<file path="src/design/psq_pkg.sv">
package psq_pkg;

    // Mode field encodings.
    localparam logic [1:0] MODE_SHUTDOWN = 2'h0;
    localparam logic [1:0] MODE_MANUAL   = 2'h1;
    localparam logic [1:0] MODE_SEMI     = 2'h2;
    localparam logic [1:0] MODE_AUTO     = 2'h3;

    // Detection result codes reported in port status.
    localparam logic [2:0] DET_UNKNOWN   = 3'h0;
    localparam logic [2:0] DET_SHORT     = 3'h1;
    localparam logic [2:0] DET_LOW       = 3'h2;
    localparam logic [2:0] DET_GOOD      = 3'h3;
    localparam logic [2:0] DET_HIGH      = 3'h4;
    localparam logic [2:0] DET_OPEN      = 3'h5;

    // Signature resistance limits in ohms: must accept, must reject.
    localparam int unsigned RSIG_ACC_MIN_OHM = 19000;
    localparam int unsigned RSIG_ACC_MAX_OHM = 26500;
    localparam int unsigned RSIG_REJ_MAX_OHM = 33000;
    localparam int unsigned RSIG_REJ_MIN_OHM = 15000;

    // Thresholds in mA by class.
    localparam logic [9:0] ICUT_CLASS1_MA = 10'h070;
    localparam logic [9:0] ICUT_CLASS2_MA = 10'h0ce;
    localparam logic [9:0] ICUT_CLASS3_MA = 10'h177;
    localparam logic [9:0] ICUT_CLASS4_MA = 10'h27e;
    localparam logic [9:0] ILIM_TYPE1_MA  = 10'h1a9;
    localparam logic [9:0] ILIM_TYPE2_MA  = 10'h352;

    // Sense resistor setting: 0 means 0.5 ohm, 1 means 0.25 ohm.
    localparam logic SENSE_HALF_OHM    = 1'b0;
    localparam logic SENSE_QUARTER_OHM = 1'b1;

    // Backoff between detection passes.
    localparam int unsigned CLK_MHZ         = 100;
    localparam int unsigned BACKOFF_MS      = 100;
    localparam int unsigned BACKOFF_MID_MS  = 2000;
    localparam int unsigned BACKOFF_CYCLES     = BACKOFF_MS * 1000 * CLK_MHZ;
    localparam int unsigned BACKOFF_MID_CYCLES = BACKOFF_MID_MS * 1000 * CLK_MHZ;

    // Per-port host controls.
    typedef struct packed {
        logic [1:0] port_mode_field;
        logic       det_en;
        logic       cls_en;
        logic       dc_disc_en;
        logic       det_cmd;
        logic       cls_cmd;
        logic       pwr_on_cmd;
        logic       pwr_off_cmd;
    } psq_ctrl_t;

    // Per-port measurement results from the analog front end.
    typedef struct packed {
        logic        det_done;
        logic [16:0] rsig_ohm_div2;
        logic        cls_done;
        logic [2:0]  cls_result;
        logic        ilim_fault;
        logic        disconnect;
    } psq_meas_t;

    // Per-port status.
    typedef struct packed {
        logic [2:0] det_status;
        logic [2:0] cls_status;
        logic       power_on;
        logic       ac_disc_en;
        logic [9:0] icut_ma;
        logic [9:0] ilim_ma;
    } psq_stat_t;

endpackage : psq_pkg

</file>
<file path="src/design/psq_port.sv">
`timescale 1ns/10ps
`default_nettype none
module psq_port #(
    parameter int unsigned BACKOFF     = psq_pkg::BACKOFF_CYCLES,
    parameter int unsigned BACKOFF_MID = psq_pkg::BACKOFF_MID_CYCLES
) (
    // Clock and reset
    input  wire logic               clk,
    input  wire logic               reset,
    // Configuration
    input  wire logic               auto_latched,
    input  wire logic               auto_now,
    input  wire logic               mid_latched,
    input  wire psq_pkg::psq_ctrl_t ctrl,
    input  wire logic [9:0]         sw_icut_ma,
    input  wire logic [9:0]         sw_ilim_ma,
    // Front end
    input  wire psq_pkg::psq_meas_t meas,
    output logic                    det_start,
    output logic                    cls_start,
    output logic                    gate_on,
    // Status
    output psq_pkg::psq_stat_t      stat
);

    typedef enum logic [2:0] {
        ST_IDLE    = 3'b000,
        ST_DETECT  = 3'b001,
        ST_CLASS   = 3'b010,
        ST_BACKOFF = 3'b011,
        ST_POWERED = 3'b100
    } psq_pst_t;

    typedef struct packed {
        psq_pst_t   st;
        logic [31:0] cnt;
        logic        once;
        logic        det_start;
        logic        cls_start;
        logic        gate;
        logic [2:0]  det_status;
        logic [2:0]  cls_status;
        logic [9:0]  icut;
        logic [9:0]  ilim;
    } psq_port_state_t;

    psq_port_state_t s;
    psq_port_state_t next_s;

    logic       mode_auto;
    logic       det_good;
    logic [2:0] det_class;
    logic [9:0] class_icut;
    logic [9:0] class_ilim;
    logic       kill;

    // Doubling 17 bits gives the ohm value without overflow.
    function automatic logic [2:0] classify_r(input logic [17:0] r);
        logic [2:0] res;
        res = psq_pkg::DET_GOOD;
        if (r < 18'(psq_pkg::RSIG_ACC_MIN_OHM)) begin
            res = psq_pkg::DET_LOW;
        end else if (r > 18'(psq_pkg::RSIG_ACC_MAX_OHM)) begin
            res = psq_pkg::DET_HIGH;
        end
        return res;
    endfunction : classify_r

    always_comb begin
        // Automatic mode counts only while the strap was high at reset and still is.
        mode_auto = (ctrl.port_mode_field == psq_pkg::MODE_AUTO) && auto_latched && auto_now;
        det_class = classify_r({meas.rsig_ohm_div2, 1'b0});
        det_good  = (s.det_status == psq_pkg::DET_GOOD);
        case (s.cls_status)
            3'h1:    begin class_icut = psq_pkg::ICUT_CLASS1_MA; class_ilim = psq_pkg::ILIM_TYPE1_MA; end
            3'h2:    begin class_icut = psq_pkg::ICUT_CLASS2_MA; class_ilim = psq_pkg::ILIM_TYPE1_MA; end
            3'h4:    begin class_icut = psq_pkg::ICUT_CLASS4_MA; class_ilim = psq_pkg::ILIM_TYPE2_MA; end
            default: begin class_icut = psq_pkg::ICUT_CLASS3_MA; class_ilim = psq_pkg::ILIM_TYPE1_MA; end
        endcase
        kill = meas.ilim_fault || ctrl.pwr_off_cmd || (ctrl.dc_disc_en && meas.disconnect);
    end

    always_comb begin
        next_s           = s;
        next_s.det_start = 1'b0;
        next_s.cls_start = 1'b0;
        if (s.cnt != 32'h0) begin
            next_s.cnt = s.cnt - 32'h1;
        end
        // Thresholds follow the class only after an automatic-strap reset.
        if (auto_latched) begin
            next_s.icut = class_icut;
            next_s.ilim = class_ilim;
        end else begin
            next_s.icut = sw_icut_ma;
            next_s.ilim = sw_ilim_ma;
        end
        case (s.st)
            ST_IDLE: begin
                if (ctrl.port_mode_field == psq_pkg::MODE_MANUAL) begin
                    if (ctrl.det_cmd) begin
                        next_s.st        = ST_DETECT;
                        next_s.det_start = 1'b1;
                        next_s.once      = 1'b1;
                    end else if (ctrl.cls_cmd) begin
                        next_s.st        = ST_CLASS;
                        next_s.cls_start = 1'b1;
                        next_s.once      = 1'b1;
                    end
                end else if ((ctrl.port_mode_field == psq_pkg::MODE_SEMI || mode_auto) && ctrl.det_en) begin
                    next_s.st        = ST_DETECT;
                    next_s.det_start = 1'b1;
                    next_s.once      = 1'b0;
                end
                if (ctrl.port_mode_field != psq_pkg::MODE_SHUTDOWN && !mode_auto && ctrl.pwr_on_cmd && det_good
                    && !kill) begin
                    next_s.st   = ST_POWERED;
                    next_s.gate = 1'b1;
                end
            end
            ST_DETECT: begin
                if (meas.det_done) begin
                    next_s.det_status = det_class;
                    if (det_class == psq_pkg::DET_GOOD && (s.once ? 1'b0 : ctrl.cls_en)) begin
                        next_s.st        = ST_CLASS;
                        next_s.cls_start = 1'b1;
                    end else if (det_class == psq_pkg::DET_GOOD && mode_auto) begin
                        next_s.cls_status = 3'h3;
                        next_s.st         = ST_POWERED;
                        next_s.gate       = 1'b1;
                    end else begin
                        next_s.st  = s.once ? ST_IDLE : ST_BACKOFF;
                        next_s.cnt = mid_latched ? BACKOFF_MID : BACKOFF;
                    end
                end
            end
            ST_CLASS: begin
                if (meas.cls_done) begin
                    next_s.cls_status = meas.cls_result;
                    if (mode_auto && det_good) begin
                        next_s.st   = ST_POWERED;
                        next_s.gate = 1'b1;
                    end else begin
                        next_s.st  = s.once ? ST_IDLE : ST_BACKOFF;
                        next_s.cnt = mid_latched ? BACKOFF_MID : BACKOFF;
                    end
                end
            end
            ST_BACKOFF: begin
                if (s.cnt == 32'h0) begin
                    next_s.st = ST_IDLE;
                end else if (ctrl.pwr_on_cmd && det_good && !mode_auto && !kill) begin
                    next_s.st   = ST_POWERED;
                    next_s.gate = 1'b1;
                end
            end
            ST_POWERED: begin
                if (kill) begin
                    next_s.st         = ST_BACKOFF;
                    next_s.gate       = 1'b0;
                    next_s.det_status = psq_pkg::DET_UNKNOWN;
                    next_s.cnt        = mid_latched ? BACKOFF_MID : BACKOFF;
                end
            end
            default: next_s.st = ST_IDLE;
        endcase
        // Shutdown or reserved mode drops the gate and both start pulses on the next clock edge and returns to idle.
        if (ctrl.port_mode_field == psq_pkg::MODE_SHUTDOWN
            || (ctrl.port_mode_field == psq_pkg::MODE_AUTO && !mode_auto)) begin
            next_s.st        = ST_IDLE;
            next_s.gate      = 1'b0;
            next_s.det_start = 1'b0;
            next_s.cls_start = 1'b0;
        end
    end

    always_ff @(posedge clk) begin
        if (reset) begin
            s            <= '0;
            s.st         <= ST_IDLE;
            s.det_status <= psq_pkg::DET_UNKNOWN;
        end else begin
            s <= next_s;
        end
    end

    assign det_start       = s.det_start;
    assign cls_start       = s.cls_start;
    assign gate_on         = s.gate;
    assign stat.det_status = s.det_status;
    assign stat.cls_status = s.cls_status;
    assign stat.power_on   = s.gate;
    assign stat.ac_disc_en = ctrl.dc_disc_en;
    assign stat.icut_ma    = s.icut;
    assign stat.ilim_ma    = s.ilim;
endmodule : psq_port
`default_nettype wire

</file>
<file path="src/design/psq_sequencer.sv">
`timescale 1ns/10ps
`default_nettype none
module psq_sequencer #(
    parameter int unsigned PORTS       = 4,
    parameter int unsigned BACKOFF     = psq_pkg::BACKOFF_CYCLES,
    parameter int unsigned BACKOFF_MID = psq_pkg::BACKOFF_MID_CYCLES
) (
    // Clock and resets
    input  wire logic                           clk,
    input  wire logic                           reset,
    input  wire logic                           reset_pin_n,
    input  wire logic                           reset_all,
    // Strap pins
    input  wire logic                           auto_strap,
    input  wire logic                           mid_strap,
    // Host controls
    input  wire logic                           cfg_wr,
    input  wire psq_pkg::psq_ctrl_t [PORTS-1:0] host_ctrl,
    input  wire logic                           sense_wr,
    input  wire logic                           sense_wdata,
    input  wire logic [9:0]                     sw_icut_ma,
    input  wire logic [9:0]                     sw_ilim_ma,
    // Front end
    input  wire psq_pkg::psq_meas_t [PORTS-1:0] meas,
    output logic [PORTS-1:0]                    det_start,
    output logic [PORTS-1:0]                    cls_start,
    output logic [PORTS-1:0]                    gate_on,
    // Status
    output psq_pkg::psq_stat_t [PORTS-1:0]      stat,
    output logic                                sense_quarter,
    output logic                                auto_latched,
    output logic                                mid_latched
);

    typedef struct packed {
        logic [1:0] rst_sync;
        logic [1:0] auto_sync;
        logic [1:0] mid_sync;
        logic       rst_seen;
        logic       auto_l;
        logic       mid_l;
        logic       sense;
        logic [PORTS-1:0][3:0] cfg;
    } psq_top_state_t;

    psq_top_state_t s;
    psq_top_state_t next_s;
    logic           port_reset;

    // Reset pin and straps are asynchronous, so two flops each.
    always_comb begin
        next_s           = s;
        next_s.rst_sync  = {s.rst_sync[0], reset_pin_n};
        next_s.auto_sync = {s.auto_sync[0], auto_strap};
        next_s.mid_sync  = {s.mid_sync[0], mid_strap};
        next_s.rst_seen  = 1'b0;
        if (s.rst_seen) begin
            // Straps caught one cycle after any reset source releases.
            next_s.auto_l = s.auto_sync[1];
            next_s.mid_l  = s.mid_sync[1];
            next_s.sense  = s.auto_sync[1] ? psq_pkg::SENSE_QUARTER_OHM : psq_pkg::SENSE_HALF_OHM;
            for (int i = 0; i < PORTS; i++) begin
                next_s.cfg[i] = s.auto_sync[1] ? {psq_pkg::MODE_AUTO, 2'b11} : 4'h0;
            end
        end else begin
            if (sense_wr) begin
                next_s.sense = sense_wdata;
            end
            if (cfg_wr) begin
                for (int i = 0; i < PORTS; i++) begin
                    next_s.cfg[i] = {host_ctrl[i].port_mode_field, host_ctrl[i].det_en, host_ctrl[i].cls_en};
                end
            end
        end
    end

    assign port_reset = reset || reset_all || !s.rst_sync[1];

    always_ff @(posedge clk) begin
        if (reset) begin
            // Straps keep shifting during reset, so the latch just after release sees the real pin level.
            s           <= '0;
            s.rst_sync  <= 2'b11;
            s.auto_sync <= next_s.auto_sync;
            s.mid_sync  <= next_s.mid_sync;
            s.rst_seen  <= 1'b1;
        end else if (reset_all || !s.rst_sync[1]) begin
            s          <= '0;
            s.rst_sync <= next_s.rst_sync;
            s.auto_sync <= next_s.auto_sync;
            s.mid_sync <= next_s.mid_sync;
            s.rst_seen <= 1'b1;
        end else begin
            s <= next_s;
        end
    end

    assign sense_quarter = s.sense;
    assign auto_latched  = s.auto_l;
    assign mid_latched   = s.mid_l;

    for (genvar p = 0; p < PORTS; p++) begin : g_port
        psq_pkg::psq_ctrl_t port_ctrl;
        always_comb begin
            port_ctrl                 = host_ctrl[p];
            port_ctrl.port_mode_field = s.cfg[p][3:2];
            port_ctrl.det_en          = s.cfg[p][1];
            port_ctrl.cls_en          = s.cfg[p][0];
        end
        psq_port #(
            .BACKOFF     (BACKOFF),
            .BACKOFF_MID (BACKOFF_MID)
        ) u_port (
            .clk          (clk),
            .reset        (port_reset),
            .auto_latched (s.auto_l),
            .auto_now     (s.auto_sync[1]),
            .mid_latched  (s.mid_l),
            .ctrl         (port_ctrl),
            .sw_icut_ma   (sw_icut_ma),
            .sw_ilim_ma   (sw_ilim_ma),
            .meas         (meas[p]),
            .det_start    (det_start[p]),
            .cls_start    (cls_start[p]),
            .gate_on      (gate_on[p]),
            .stat         (stat[p])
        );
    end
endmodule : psq_sequencer
`default_nettype wire

</file>
<file path="config.mk">
export PLATFORM = sky130hd
export DESIGN_NAME = psq_sequencer
export DESIGN_NICKNAME = d
export VERILOG_FILES = /design/src/design/psq_pkg.sv /design/src/design/psq_port.sv /design/src/design/psq_sequencer.sv
export SDC_FILE = /design/constraint.sdc
export NUM_CORES = 1
export LEC_CHECK = 0
export BUFFER_PORTS_ARGS = -buffer_cell sky130_fd_sc_hd__buf_2
export CAP_MARGIN = 20
export CORE_MARGIN = 4
export CORE_UTILIZATION = 49
export DETAILED_ROUTE_END_ITERATION = 10
export HOLD_SLACK_MARGIN = 0.02
export PLACE_DENSITY = 0.73
export SYNTH_ARGS = -nofsm -noshare
export SYNTH_HDL_FRONTEND = slang
export SYNTH_SLANG_ARGS = --single-unit
</file>
<file path="constraint.sdc">
create_clock -name clk -period 3.6 [get_ports clk]
set_input_delay 0.36 -clock clk [delete_from_list [all_inputs] [get_ports clk]]
set_output_delay 0.36 -clock clk [all_outputs]
set_load 0.03 [all_outputs]
</file>
## Word-level counts from Yosys, hierarchy flattened

Index checks and enable logic that the tools add are counted.

- Word-level logic and storage cells: 534
- Input bits: 161
- Flip-flop bits (word level): 286

- Equality and inequality tests: 100
- Reductions and logical operators: 155
- $add $sub $neg: 4
- Bitwise logic cells: 4
- Order comparisons: 8
- Multiplexer cells: 212

Operators with widths:

| operator | count |
|---|---|
| $mux W32 | 16 |
| $mux W35 | 12 |
| $pmux W32 S3 | 4 |
| $mux W3 | 60 |
| $logic_not A32 Y1 | 4 |
| $reduce_bool A32 Y1 | 4 |
| $sub A32 B1 Y32 const B | 4 |
| $pmux W10 S3 | 4 |
| $mux W20 | 5 |
| $gt A18 B15 Y1 const B | 4 |
| $lt A18 B15 Y1 const B | 4 |
| $mux W1 | 62 |
| $eq A3 B2 Y1 const B | 20 |
| $logic_and A1 B1 Y1 | 60 |
| $pmux W3 S5 | 4 |
| $pmux W3 S2 | 8 |
| $mux W10 | 4 |
| $ne A2 B1 Y1 const B | 20 |
| $reduce_and A10 Y1 | 4 |
| $reduce_bool A2 Y1 | 18 |
| $mux W8 | 4 |
| $ne A2 B2 Y1 const B | 16 |
| $mux W28 | 1 |
| $mux W2 | 13 |
| 24 further kinds | 128 |

## Logic depth before layout (Yosys ltp)

- Depth in word-level cells: 10
- Depth in mapped cells: 10
- Depth with buffers taken out: 9

## Cells and area by module

From an unflattened synthesis, not the netlist that was laid out.

- Cells, all modules: 1725
- Area total of the unflattened synthesis: 14933.1 um^2

Modules (own cells, without submodules):

| module | area an instance (um^2) | times used | cells an instance |
|---|---|---|---|
| psq_port (g_port[0].u_port ...) | 3403.3 | 2 | 407 |
| psq_port (g_port[3].u_port) | 3540.9 | 1 | 414 |
| psq_port (g_port[2].u_port) | 3537.1 | 1 | 420 |
| psq_sequencer | 1048.5 | 1 | 77 |

## Least setup slack after synthesis

Ideal clock, no wire load.

- Kind: register to register
- Start: reg g_port[2].u_port.s[33] (netlist bit)
- End: reg g_port[2].u_port.s[62] (netlist bit)
- Cell stages (with the launch flop): 9
- Data required time: 3471 ps
- Setup time: 129 ps
- Setup slack: 874 ps
- Data arrival time: 2596 ps
- Cells stage by stage: dfxtp_1 -> or4_4 -> or4_4 -> or4_4 -> buf_6 -> and4_4 -> a21o_1 -> nor2_1 -> a311oi_1

- Longest elaborated chain between the ends: 3
- Elaborated cells on any way between the ends: 5
- Classes of those cells: 1 x eq/ne; 2 x mux; 2 x reduce/logical

RTL lines:

| element | RTL line | source |
|---|---|---|
| start: declaration | psq_port.sv:47 | `psq_port_state_t s;` |
| start signal: assignment | psq_port.sv:183 | `s <= next_s;` |
| $logic_not A32 Y1 (*) | psq_port.sv:150 | `if (s.cnt == 32'h0) begin` |
| $ne A3 B1 Y1 (no line) or $mux W3 (tied branches) | -- |  |
| $reduce_and A6 Y1 (no line) or $pmux W3 S5 (tied branches) | -- |  |

Every way passes the cells marked *; elsewhere a longest branch is shown, timed or not.
A chain may end at the register's enable or synchronous reset.

## Worst setup path in the final report

Same ends and word-level chain as after synthesis.

==> metrics <==
status finished clean; Top delay family on crit path simple AND/OR/NAND/NOR gates; Final Hold Fails 0; Pwr Density 912 nW/um^2; largest net degree at the start of global routing 46; Worst Setup End Kind flip-flop; crit path launch g_port[2].u_port.s[33]; CTS tree built; Max Cap Viol 0; grt ovf 0; Clk pin slew, worst setup/hold paths 60 ps; number of flops mapped to enable cells by yosys 0; CTS Root Cell clkbuf_16; TritonRoute pass-1 iters 7; share of cells above drive strength 1 0.217; Critical R2R Launch g_port[2].u_port.s[33]; Layout area overhead 14.1%; Die Ht 175 microns; synthesis warning total 0; Setup TNS 0 ps; htree depth 1; first-pass GRT wire length approximately 58000 microns; gp weighted congestion ~0.95; crit-path cells or4_4, or4_4, or4_4, and4_4, a21o_1, nor2_1, a311oi_1; Slowest Stage Delay on Critical Path between 500 and 600 ps; GR Util All Layers 0.222; WL final 36000 microns; Buffers on Ports 287; number of global-route vias before repair between 10000 and 15000; Mean Syn Cell Area 8.47 sq um; most common cell in the synthesized netlist dfxtp_1; post-synth top area share 0.405; clk buf depth 3; Setup Skew 12.5 ps; placed cell areas about 15000 sq um; Tcrit/Tclk final 0.787; P_leak 6.58 nW; Worst Path Arrival 3250 ps; Reg2Reg Setup Slack 770 ps; Max VDD drop 0.472 mV; Top-Level Pins 288; Inst Count DP 2108; sequential fraction of the synthesis area 0.405; Crit path top cell by count or4_4; DRC 0; routed vias/inst 5.59; Hold Crit Class input port to flip-flop; synthesized flop and latch total around 280; Vias 12100; Die X about 180 microns; CP Class flip-flop to flip-flop; total clock sinks 277; Final nets 1941; synthesized netlist cell count 1616; DP Wirelength 26800 microns; final setup vio count 0; postcts setup bufs 0; largest cells by area after synthesis dfxtp_1 (40%), buf_4 (6.8%), nor2_1 (5.8%); cells on worst reg2reg path 7; clk_lat worst skew between 500 and 600 ps; Worst path depth 7; startpoint type of the worst setup path flip-flop; Required @ worst endpoint 4020 ps; FMAX approximately 350 MHz; Worst path slowest cell or4_4; Netlist cell types 73; Primary FF master, synth dfxtp_1; Reg-to-Reg End g_port[2].u_port.s[62]; shortest period the worst path allows 2830 ps; top post-synthesis cells by count dfxtp_1 (277), nor2_1 (210), a21oi_1 (131); CP Buf/Inv Count 0; Slew headroom 0.487; Die Footprint between 30000 and 40000 sq um; wire per inst 16.6 microns; DRT antenna net count 0; Placement Rows 60; RSZ-0062 raised after global routing no; post-route cell area 15600 sq um; worst slew pin tran about 760 ps; crit path max fanout 10; leading area contributor after synthesis dfxtp_1; Post-synth ARST share 0; CTS Buf Count 29; max-slew violations 0; DR iter-0 viols 757; Hold WS 48.9 ps; Post-Syn Area between 10000 and 15000 sq um; post-cts sizing count 0; Hold Buf Count CTS 5; initial antenna violation count 3; worst setup path end g_port[2].u_port.s[62]; syn_nets 1785; CORE AREA 27300 sq um; Starting Density 0.503; post-route insts no fill 2165
[logic make-up after synthesis]
kind of cell / synth area share
fa+ha+maj: 0.00731
xor+xnor: 0.0767
flops: 0.405
mux: 0.0238
buf+inv: 0.0936
simple gates: 0.238
compound gates: 0.156
[sequential cells by signal, indices dropped and copies added (netlist names)]
name and flops:
auto_latched 1, g_port.port_ctrl 16, g_port.u_port.cls_start 4, g_port.u_port.det_start 4, g_port.u_port.gate_on 4, g_port.u_port.s 144, g_port.u_port.stat 95, mid_latched 1
next_s 3, s 4, sense_quarter 1
[how the worst min path moves through the flow]
stage,start,endpoint,slack [ps],depth (start not counted)
floorplan,next_s[21],s[21],310,0
global placement,next_s[23],s[23],310,0
detailed placement,next_s[23],s[23],310,0
CTS,sw_icut_ma[6],g_port[1].u_port.stat[16],40,3
global route,sw_ilim_ma[8],g_port[3].u_port.stat[8],60,3
finish,sw_ilim_ma[8],g_port[3].u_port.stat[8],50,3
[area by class of cell]
type | count | area [sq um]
Clock inverter | 20 | 249
Multi-Input combinational cell | 1124 | 6870
Inverter | 27 | 103
Timing Repair Buffer | 313 | 1640
Clock buffer | 31 | 743
Fill cell | 2416 | 11600
Antenna cell | 1 | 2.50
Sequential cell | 277 | 5550
Tap cell | 372 | 465
[layout by cell type (no fill, tap or decap), drive strengths merged, types with 8 or more instances in the layout]
cell type / Yosys / layout
or4: 17 / 17
clkinv: 1 / 12
a31oi: 18 / 18
nand2: 89 / 89
nand2b: 28 / 28
o31ai: 9 / 9
nand3b: 16 / 16
clkbuf: 57 / 31
ha: 8 / 8
inv: 26 / 25
nand4: 20 / 20
nor4: 42 / 42
a21oi: 131 / 131
xnor2: 68 / 68
o21ai: 69 / 69
dfxtp: 277 / 277
nor3b: 17 / 17
buf: 131 / 308
nor2b: 21 / 21
o21a: 10 / 10
mux2i: 28 / 28
nand3: 35 / 35
nor2: 210 / 210
and3b: 13 / 13
a211oi: 18 / 18
nor3: 50 / 50
or2: 12 / 12
xor2: 52 / 52
or3: 17 / 17
[metrics by stage]
stage	power (mW)	setup slack [ps]	util
after floorplan	9.82	874	-
after global placement	10.9	724	0.535
after detailed placement	11.1	638	0.535
after CTS	14.3	776	0.573
after global routing	15.4	611	0.573
final	14.2	766	0.573
[routing by layer]
metal	part of all wire	track usage	wire length, microns
met1	0.43	0.286	15400
met2	0.47	0.380	16800
met5	0.00036	0	13
met3	0.082	0.0444	2960
met4	0.025	0.0632	894
[worst reg2reg max path, cell delays in order, from the launching register on]
cell,delay [ps]
dfxtp_1,350
or4_4,560
or4_4,560
or4_4,580
and4_4,230
a21o_1,180
nor2_1,150
a311oi_1,100
[power breakdown]
group | switching, mW | internal, mW
logic | 3.91 | 3.05
clock network | 1.25 | 1.85
registers | 0.523 | 3.65
Power figures use the tool's default switching activity.
